--- config.mk ---
export PLATFORM = sky130hd
export DESIGN_NAME = lpm_controller
export DESIGN_NICKNAME = d
export VERILOG_FILES = /design/src/include/lpm_pkg.sv /design/src/design/lpm_controller.sv /design/src/design/lpm_settle_counter.sv
export SDC_FILE = /design/constraint.sdc
export NUM_CORES = 1
export LEC_CHECK = 0
export BUFFER_PORTS_ARGS = -buffer_cell sky130_fd_sc_hd__buf_2
export CORE_ASPECT_RATIO = 1.4
export CORE_MARGIN = 2
export CORE_UTILIZATION = 35
export CTS_CLUSTER_DIAMETER = 50
export CTS_CLUSTER_SIZE = 12
export DETAILED_ROUTE_END_ITERATION = 16
export HOLD_SLACK_MARGIN = 0.12
export PLACE_DENSITY = 0.6
export SLEW_MARGIN = 20
export SYNTH_ARGS = -nofsm -noshare
export SYNTH_HDL_FRONTEND = slang
export SYNTH_SLANG_ARGS = --single-unit
--- constraint.sdc ---
create_clock -name clock -period 3.5 [get_ports clock]
set_input_delay 0 -clock clock [delete_from_list [all_inputs] [get_ports clock]]
set_output_delay 0 -clock clock [all_outputs]
set_load 0.02 [all_outputs]
--- src/include/lpm_pkg.sv ---
// lpm_pkg: constants and types for the low power mode controller
package lpm_pkg;
  // clock rate of the controller clock
  localparam int ClockHz = 40000000;
  // oscillator settle time in microseconds, default figure
  localparam int SettleTimeUs = 7813;
  // settle count in clock cycles, 40 per microsecond
  localparam int SettleCycles = (SettleTimeUs * 40 + 0);
  localparam int CntW = 20;
  // reset value of ram valid flag
  localparam logic RamValidReset = 1'h0;
  localparam logic RamValidStopClr = 1'h1;
  // program start address after stop clear
  localparam logic [11:0] StartAddr = 12'h000;
  // timer a mode bit value selecting watch on halt
  localparam logic TimerAWatch = 1'h1;
  // sub osc halt select value that stops it in stop mode
  localparam logic SubOscHaltStop = 1'h1;

  typedef enum logic [2:0] {
    LPM_ACTIVE = 3'b000,
    LPM_STANDBY = 3'b001,
    LPM_STOP = 3'b010,
    LPM_WATCH = 3'b011,
    LPM_SUBACT = 3'b100,
    LPM_SETTLE = 3'b101
  } lpm_mode_t;
endpackage

--- src/design/lpm_controller.sv ---
// lpm_controller: operating mode sequencer for a small microcontroller
// How it works
// - standby instruction in active enters standby
// - standby keeps oscillators, stops cpu clock
// - standby runs peripherals, halts comparator
// - standby ends on reset or interrupt
// - interrupt wake resumes next instruction, active
// - halt in active with timer bit zero enters stop
// - sub oscillator in stop follows halt select
// - stop exit restarts at address zero
// - ram valid flag records stop exit cause
// - reset always works, wake pin only stop
// - watch entered from active or subactive
// - watch runs sub oscillator and timer a
// - watch serial runs only on external clock, interrupt suppressed
// - active clocks everything from main oscillator
// - watch wake goes active or subactive
// - direct transition goes active after settling
// - pending unmasked request with global interrupts disabled makes halt a nop
`timescale 1ns/1ps
`default_nettype none
module lpm_controller #(
  parameter logic [19:0] SettleCycles = 20'(lpm_pkg::SettleCycles)
) (
  input wire logic clock, // 40 MHz clock
  input wire logic nrst, // reset pin, async, active low
  input wire logic haltInstr, // pulse: halt instruction executed
  input wire logic standbyInstr, // pulse: standby instruction executed
  input wire logic timerAModeBit3, // timer a mode bit 3
  input wire logic lowSpeedSelect, // low speed flag
  input wire logic directTransitionFlag, // direct transition flag
  input wire logic subOscHaltSel, // 1 halts sub osc in stop
  input wire logic irqGlobalEnable, // global interrupt enable
  input wire logic irqPending, // some unmasked request flag set
  input wire logic timerAIrq, // timer a interrupt request
  input wire logic extIrq0N, // external interrupt 0, active low
  input wire logic wakeFromHaltN, // stop clear input, active low
  input wire logic serialExtClock, // serial uses external clock
  output logic [2:0] mode, // current mode code
  output logic mainOscEn, // main oscillator enable
  output logic subOscEn, // sub oscillator enable
  output logic cpuClockEn, // cpu instruction clock enable
  output logic cpuUseSubClock, // cpu clocked from sub oscillator
  output logic periphEn, // timers c d and interrupts run
  output logic serialEn, // serial interface runs
  output logic serialIrqEn, // serial interrupt allowed
  output logic comparatorEn, // comparator runs
  output logic timerAEn, // timer a runs
  output logic ioHold, // output port pins held
  output logic ioHighZ, // port pins high impedance
  output logic cpuRestart, // pulse: restart at start address
  output logic [11:0] restartAddr, // restart address
  output logic nopInstr, // pulse: halt treated as nop
  output logic ramValidFlag // ram valid flag
);
  lpm_pkg::lpm_mode_t state; // encoded mode register
  lpm_pkg::lpm_mode_t next_state;
  logic settleStart; // pulse into the settle counter
  logic next_settleStart;
  logic settleDone; // settle counter expired
  logic settleToSub; // after settling go subactive
  logic next_settleToSub;
  logic next_cpuRestart;
  logic next_nopInstr;
  logic next_ramValidFlag;
  logic restartPending; // restart once settling finishes
  logic next_restartPending;
  logic next_mainOscEn, next_subOscEn, next_cpuClockEn;
  logic next_cpuUseSubClock, next_periphEn, next_serialEn;
  logic next_serialIrqEn, next_comparatorEn, next_timerAEn;
  logic next_ioHold, next_ioHighZ;
  logic instr; // either low power instruction
  logic cancel; // instruction cancelled as nop
  logic watchWake; // timer a or ext irq 0 wake

  assign instr = haltInstr | standbyInstr;
  assign cancel = instr & ~irqGlobalEnable & irqPending;
  assign watchWake = timerAIrq | ~extIrq0N;

  // oscillator settling wait
  lpm_settle_counter #(
    .Cycles(SettleCycles)
  ) uSettle (
    .clock(clock),
    .nrst(nrst),
    .start(settleStart),
    .done(settleDone)
  );

  // next mode, settle requests and flags
  always_comb begin
    next_state = state;
    next_settleStart = 1'h0;
    next_settleToSub = settleToSub;
    next_cpuRestart = 1'h0;
    next_nopInstr = 1'h0;
    next_ramValidFlag = ramValidFlag;
    next_restartPending = restartPending;
    case (state)
      lpm_pkg::LPM_ACTIVE: begin
        if (cancel) begin
          next_nopInstr = 1'h1;
        end else if (standbyInstr) begin
          next_state = lpm_pkg::LPM_STANDBY;
        end else if (haltInstr) begin
          if (timerAModeBit3 == lpm_pkg::TimerAWatch) begin
            next_state = lpm_pkg::LPM_WATCH;
          end else begin
            next_state = lpm_pkg::LPM_STOP;
          end
        end
      end
      lpm_pkg::LPM_STANDBY: begin
        if (irqPending | timerAIrq) begin
          next_state = lpm_pkg::LPM_ACTIVE;
        end
      end
      lpm_pkg::LPM_STOP: begin
        if (!wakeFromHaltN) begin
          next_ramValidFlag = lpm_pkg::RamValidStopClr;
          next_restartPending = 1'h1;
          next_settleToSub = 1'h0;
          next_settleStart = 1'h1;
          next_state = lpm_pkg::LPM_SETTLE;
        end
      end
      lpm_pkg::LPM_WATCH: begin
        // wake target from low speed flag
        if (watchWake) begin
          if (lowSpeedSelect) begin
            next_state = lpm_pkg::LPM_SUBACT;
          end else begin
            next_settleToSub = 1'h0;
            next_settleStart = 1'h1;
            next_state = lpm_pkg::LPM_SETTLE;
          end
        end
      end
      lpm_pkg::LPM_SUBACT: begin
        if (cancel) begin
          next_nopInstr = 1'h1;
        end else if (instr) begin
          if (!lowSpeedSelect && directTransitionFlag) begin
            next_settleToSub = 1'h0;
            next_settleStart = 1'h1;
            next_state = lpm_pkg::LPM_SETTLE;
          end else begin
            next_state = lpm_pkg::LPM_WATCH;
          end
        end
      end
      lpm_pkg::LPM_SETTLE: begin
        if (settleDone) begin
          next_state = settleToSub ? lpm_pkg::LPM_SUBACT :
                       lpm_pkg::LPM_ACTIVE;
          next_cpuRestart = restartPending;
          next_restartPending = 1'h0;
        end
      end
      default: begin
        next_state = lpm_pkg::LPM_ACTIVE;
      end
    endcase
  end

  // per mode clock and function gating
  always_comb begin
    next_mainOscEn = 1'h1;
    next_subOscEn = 1'h1;
    next_cpuClockEn = 1'h0;
    next_cpuUseSubClock = 1'h0;
    next_periphEn = 1'h0;
    next_serialEn = 1'h0;
    next_serialIrqEn = 1'h0;
    next_comparatorEn = 1'h0;
    next_timerAEn = 1'h0;
    next_ioHold = 1'h0;
    next_ioHighZ = 1'h0;
    case (next_state)
      lpm_pkg::LPM_ACTIVE: begin
        next_cpuClockEn = 1'h1;
        next_periphEn = 1'h1;
        next_serialEn = 1'h1;
        next_serialIrqEn = 1'h1;
        next_comparatorEn = 1'h1;
        next_timerAEn = 1'h1;
      end
      lpm_pkg::LPM_STANDBY: begin
        next_periphEn = 1'h1;
        next_serialEn = 1'h1;
        next_serialIrqEn = 1'h1;
        next_timerAEn = 1'h1;
        next_ioHold = 1'h1;
      end
      lpm_pkg::LPM_STOP: begin
        // main osc off, sub osc by select
        next_mainOscEn = 1'h0;
        next_subOscEn = (subOscHaltSel != lpm_pkg::SubOscHaltStop);
        next_ioHighZ = 1'h1;
      end
      lpm_pkg::LPM_WATCH: begin
        // only timer a, serial on ext clock w/o irq
        next_mainOscEn = 1'h0;
        next_timerAEn = 1'h1;
        next_serialEn = serialExtClock;
        next_ioHold = 1'h1;
      end
      lpm_pkg::LPM_SUBACT: begin
        next_mainOscEn = 1'h0;
        next_cpuClockEn = 1'h1;
        next_cpuUseSubClock = 1'h1;
        next_periphEn = 1'h1;
        next_serialEn = 1'h1;
        next_serialIrqEn = 1'h1;
        next_comparatorEn = 1'h1;
        next_timerAEn = 1'h1;
      end
      default: begin
        // settling: main osc up, cpu clock held off
        next_ioHold = 1'h1;
      end
    endcase
  end

  // register state and outputs; reset pin is the reset exit
  always_ff @(posedge clock or negedge nrst) begin
    if (!nrst) begin
      state <= lpm_pkg::LPM_ACTIVE;
      settleStart <= 1'h0;
      settleToSub <= 1'h0;
      cpuRestart <= 1'h0;
      nopInstr <= 1'h0;
      ramValidFlag <= lpm_pkg::RamValidReset;
      restartPending <= 1'h0;
      mode <= 3'h0;
      mainOscEn <= 1'h1;
      subOscEn <= 1'h1;
      cpuClockEn <= 1'h0;
      cpuUseSubClock <= 1'h0;
      periphEn <= 1'h0;
      serialEn <= 1'h0;
      serialIrqEn <= 1'h0;
      comparatorEn <= 1'h0;
      timerAEn <= 1'h0;
      ioHold <= 1'h0;
      ioHighZ <= 1'h0;
      restartAddr <= lpm_pkg::StartAddr;
    end else begin
      state <= next_state;
      settleStart <= next_settleStart;
      settleToSub <= next_settleToSub;
      cpuRestart <= next_cpuRestart;
      nopInstr <= next_nopInstr;
      ramValidFlag <= next_ramValidFlag;
      restartPending <= next_restartPending;
      mode <= next_state;
      mainOscEn <= next_mainOscEn;
      subOscEn <= next_subOscEn;
      cpuClockEn <= next_cpuClockEn;
      cpuUseSubClock <= next_cpuUseSubClock;
      periphEn <= next_periphEn;
      serialEn <= next_serialEn;
      serialIrqEn <= next_serialIrqEn;
      comparatorEn <= next_comparatorEn;
      timerAEn <= next_timerAEn;
      ioHold <= next_ioHold;
      ioHighZ <= next_ioHighZ;
      restartAddr <= lpm_pkg::StartAddr;
    end
  end

  a_standby_entry: assert property (@(posedge clock) disable iff (!nrst)
    (state == lpm_pkg::LPM_ACTIVE && standbyInstr && !cancel)
    |=> state == lpm_pkg::LPM_STANDBY) else $error("no standby");
  a_standby_cpu: assert property (@(posedge clock) disable iff (!nrst)
    mode == lpm_pkg::LPM_STANDBY |-> !cpuClockEn && mainOscEn && subOscEn
    && !comparatorEn && periphEn) else $error("standby gating");
  a_stop_osc: assert property (@(posedge clock) disable iff (!nrst)
    mode == lpm_pkg::LPM_STOP |-> !mainOscEn && !cpuClockEn)
    else $error("stop osc");
  a_stop_sub: assert property (@(posedge clock) disable iff (!nrst)
    (next_state == lpm_pkg::LPM_STOP && state == lpm_pkg::LPM_STOP)
    |=> subOscEn == !$past(subOscHaltSel)) else $error("sub osc");
  a_ram_valid: assert property (@(posedge clock) disable iff (!nrst)
    (state == lpm_pkg::LPM_STOP && !wakeFromHaltN)
    |=> ramValidFlag) else $error("ram valid");
  a_wake_from_halt_n_ignore: assert property (@(posedge clock) disable iff (!nrst)
    (state == lpm_pkg::LPM_ACTIVE && !wakeFromHaltN && !instr)
    |=> state == lpm_pkg::LPM_ACTIVE) else $error("wake_from_halt_n used");
  a_nop_cancel: assert property (@(posedge clock) disable iff (!nrst)
    (state == lpm_pkg::LPM_ACTIVE && cancel)
    |=> nopInstr && state == lpm_pkg::LPM_ACTIVE) else $error("nop");
  a_watch_wake: assert property (@(posedge clock) disable iff (!nrst)
    (state == lpm_pkg::LPM_WATCH && watchWake && lowSpeedSelect)
    |=> state == lpm_pkg::LPM_SUBACT) else $error("watch wake");
  a_settle_cpu: assert property (@(posedge clock) disable iff (!nrst)
    state == lpm_pkg::LPM_SETTLE |-> !cpuClockEn)
    else $error("cpu clock early");
endmodule
`default_nettype wire

--- src/design/lpm_settle_counter.sv ---
// lpm_settle_counter: oscillator stabilisation wait counter
`timescale 1ns/1ps
`default_nettype none
module lpm_settle_counter #(
  parameter logic [19:0] Cycles = 20'(lpm_pkg::SettleCycles)
) (
  input wire logic clock, // main clock
  input wire logic nrst, // async reset, active low
  input wire logic start, // pulse: begin counting
  output logic done // pulse: count expired
);
  logic [19:0] count; // remaining cycles
  logic [19:0] next_count;
  logic running; // counting in progress
  logic next_running;
  logic next_done;

  // next value of the down counter
  always_comb begin
    next_count = count;
    next_running = running;
    next_done = 1'h0;
    if (start) begin
      next_count = Cycles;
      next_running = 1'h1;
    end else if (running) begin
      if (count <= 20'h00001) begin
        next_running = 1'h0;
        next_done = 1'h1;
      end else begin
        next_count = count - 20'h00001;
      end
    end
  end

  // register the counter
  always_ff @(posedge clock or negedge nrst) begin
    if (!nrst) begin
      count <= 20'h00000;
      running <= 1'h0;
      done <= 1'h0;
    end else begin
      count <= next_count;
      running <= next_running;
      done <= next_done;
    end
  end
endmodule
`default_nettype wire

==> impl_metrics.json <==
{
  "cts_root_buf": "clkbuf_8",
  "htree_levels": 2,
  "drcViolationCount": 0,
  "path_depth": 4,
  "finalSetupTns_ns": 0,
  "critPathMaxFanout": 8,
  "detail_route.first_pass.iterations": 4,
  "drt_iter0_markers": 53,
  "syn2layout_area_growth_pct": 14.9,
  "drt-total-wl_um": 4060,
  "rsz0062_at_grt": "no",
  "dp_cells": 306,
  "crit_path_end_kind": "flip-flop",
  "crit_path_start": "uSettle.count[2]",
  "intPower_uw": 1030,
  "yosysWarnings": 0,
  "num-fill-cells": 570,
  "netlist_instances": 219,
  "cts.sinks": 39,
  "grt.total_usage_pct": 13.6,
  "crit_type": "flip-flop to flip-flop",
  "grt_first_pass_wirelength_um": 7220,
  "postRouteAntennaNets": 0,
  "wl_per_cell_um": 12.6,
  "place_hpwl_um": 2850,
  "clk_pin_slew_ns": 0.08,
  "crit_end": "uSettle.count[19]",
  "fin_cells": 322,
  "synth_area_sq_um": 2080,
  "num_vias": 1645,
  "path_delay_family": "simple AND/OR/NAND/NOR gates",
  "final_util_pct": 41.1,
  "antennaDiodeCount": 0,
  "vdd_drop_max_mv": 0.345,
  "gp_congestion": 0.745,
  "crit_chain": "or4_1 > or4b_1 > or4_1 > a21oi_1",
  "synth_cell_types": 41,
  "cp.buffers_inverters": 0,
  "hp-class": "primary input to flip-flop",
  "io_buffers": 30,
  "nNetsFinal": 267,
  "max_stage_delay_ns": 0.68,
  "status": "finished, final reports clean",
  "cp.arrival_ns": 2.72,
  "switchingPower_uw": 726,
  "drv_slew": 0,
  "die_h_um": 95.3,
  "yosysSeqAreaShare_pct": 46.9,
  "r2r_end": "uSettle.count[19]",
  "fp.dieW_um": 69.2,
  "setup.worst_path.start_class": "flip-flop",
  "worstPathRequired_ns": 3.71,
  "hold_viol": 0,
  "post_cts_resized": 0,
  "post_drt_via_cell_ratio": 5.11,
  "ys_seq_elements": 39,
  "gr-total-overflow": 0,
  "antenna_found_initial": 0,
  "post-route-period-util_pct": 71.5,
  "clock_path_buffers": 2,
  "worstRegToRegCells": 4,
  "syn_avg_cell_area_sq_um": 9.52,
  "tightestPinTransition_ns": 0.870,
  "dieArea_sq_um": 6600,
  "path_common_cell": "or4_1",
  "p_comb_share_pct": 40.1,
  "layout.cells.most_common": "dfrtp_1",
  "setup_viol": 0,
  "tritoncts": "yes",
  "clkPwrFrac_pct": 17.7,
  "final_layout_size_suffix_gt1_share_pct": 20.2,
  "r2r_start": "uSettle.count[2]",
  "clock.fmax_ghz": 0.400,
  "power.density_nw_per_um2": 734,
  "period_minus_slack_ns": 2.50,
  "leakage_uw": 0.00104,
  "grt_max_degree": 40,
  "seqPwrFrac_pct": 42.2,
  "grt_pass1_vias": 1632,
  "io_pins": 43,
  "relSlewSlack_pct": 42.0,
  "insertion_delay_ns": 0.29,
  "switching_share_pct": 41.3,
  "start_util_pct": 35.8,
  "rrSetupSlack_ns": 1.0,
  "finClkSkew_ns": 0.00423,
  "cap_viol_max_count": 0,
  "core_area_sq_um": 5820,
  "cts_buffers": 5,
  "slowest_stage": "or4b_1",
  "layout_common_cells": "dfrtp_1 (37), buf_2 (30), nor2_1 (23), nor3_1 (13)",
  "fp-row-count": 33
}
[worst min path at each step]
stage / from / endpoint / slack, ns / depth (start not counted)
2_1_floorplan: nrst / comparatorEn / -0.30 / 0
3_3_place_gp: subOscHaltSel / subOscEn / 0.13 / 2
3_5_place_dp: subOscHaltSel / subOscEn / 0.13 / 2
4_1_cts: standbyInstr / state[1] / 0.19 / 3
5_1_grt: standbyInstr / state[1] / 0.25 / 3
6_report: standbyInstr / state[1] / 0.20 / 3
[tightest hold or removal path: stages]
cell and delay, ns:
buf_2 0.10, mux2i_1 0.06, o2bb2ai_1 0.23
[metrics by stage]
step,hold slack (ns),instance area (sq um),power (uW),setup WS (ns)
after detailed placement,0.125,2220,1450,1.02
after global routing,0.252,2390,1920,0.850
final,0.196,2390,1760,0.998
after global placement,0.125,2220,1440,1.05
after CTS,0.190,2390,1780,1.00
after floorplan,-0.296,2130,1280,1.16
[cells in the mapped netlist]
master     count  share of area (%)
nor3b_1        1               0.36
a211oi_1       1               0.36
and2_1         2               0.60
or4_1          7                2.5
and3b_1        1               0.42
o41ai_1        1               0.42
o311a_1        1               0.48
clkbuf_1       8                1.4
nor2b_1       12                3.6
conb_1         1               0.18
o21ai_1        1               0.24
dfrtp_1       37                 44
or3b_1         4                1.7
or2_2          2               0.60
dfstp_2        2                2.5
nor2_1        23                4.1
or4b_1         1               0.48
nand2b_1       6                1.8
nand3_1        6                1.4
inv_1          4               0.72
or4b_2         3                1.4
buf_4         14                5.0
and4b_1        1               0.48
mux2_2         4                2.2
mux2i_1        5                2.4
o2bb2ai_1      1               0.42
xor2_1         3                1.3
o21ai_0       10                2.4
buf_2          3               0.72
a2111oi_0      1               0.42
and4_1         1               0.42
nor3_1        13                3.1
nor4_1         6                1.8
nand2_1        9                1.6
a31oi_1        1               0.30
nor2_2         1               0.30
a21oi_1        7                1.7
o2111ai_1      2               0.84
o31ai_1        4                1.4
or3_1          7                2.1
ha_1           2                1.2
[cell families after synthesis]
kind of cell	synth area share [%]
and+or+nand+nor	28.9
DFF	46.9
AOI/OAI and AO/OA	9.00
buffers and inverters	7.92
muxes	4.56
xor gates and xnor gates	1.26
adders and majority gates	1.20
other	0.180
[power by group through the flow]
| stage | sequential (uW) | clock (uW) | combinational [uW] |
|---|---|---|---|
| final | 742 | 311 | 705 |
| after global routing | 772 | 343 | 806 |
| after CTS | 742 | 324 | 713 |
| after detailed placement | 749 | 0 | 699 |
| after global placement | 751 | 0 | 691 |
| after floorplan | 784 | 0 | 493 |
[state kept, by name (all words and copies together) (netlist names)]
register and count:
ramValidFlag 1, uSettle.count 20, comparatorEn 1, uSettle.running 1, cpuRestart 1, restartPending 1
ioHold 1, serialIrqEn 1, nopInstr 1, serialEn 1, state 3, timerAEn 1
subOscEn 1, mainOscEn 1, ioHighZ 1, uSettle.done 1, settleStart 1, cpuUseSubClock 1
[cell type report]
cell class	count	area (sq um)	share of cell area [%]
tap	70	87.6	3.66
inverter	4	15.0	0.627
clock buffer	5	68.8	2.87
multi-input combinational	162	982	41.0
timing repair buffer	39	238	9.93
clock inverter	3	25.0	1.04
sequential	39	978	40.9
[metal layers]
layer / wire [um] / GRT usage [%]
met5: 0 / 0
met4: 112 / 6.37
met3: 158 / 2.85
met2: 2120 / 24.5
met1: 1670 / 15.4
[repair_timing]
item / CTS / global route
hold buffers: 8 / 0
setup buffers: 0 / 0
hold endpoints to repair: 43 / 0
Note: power is estimated with default switching activity, not from simulation.
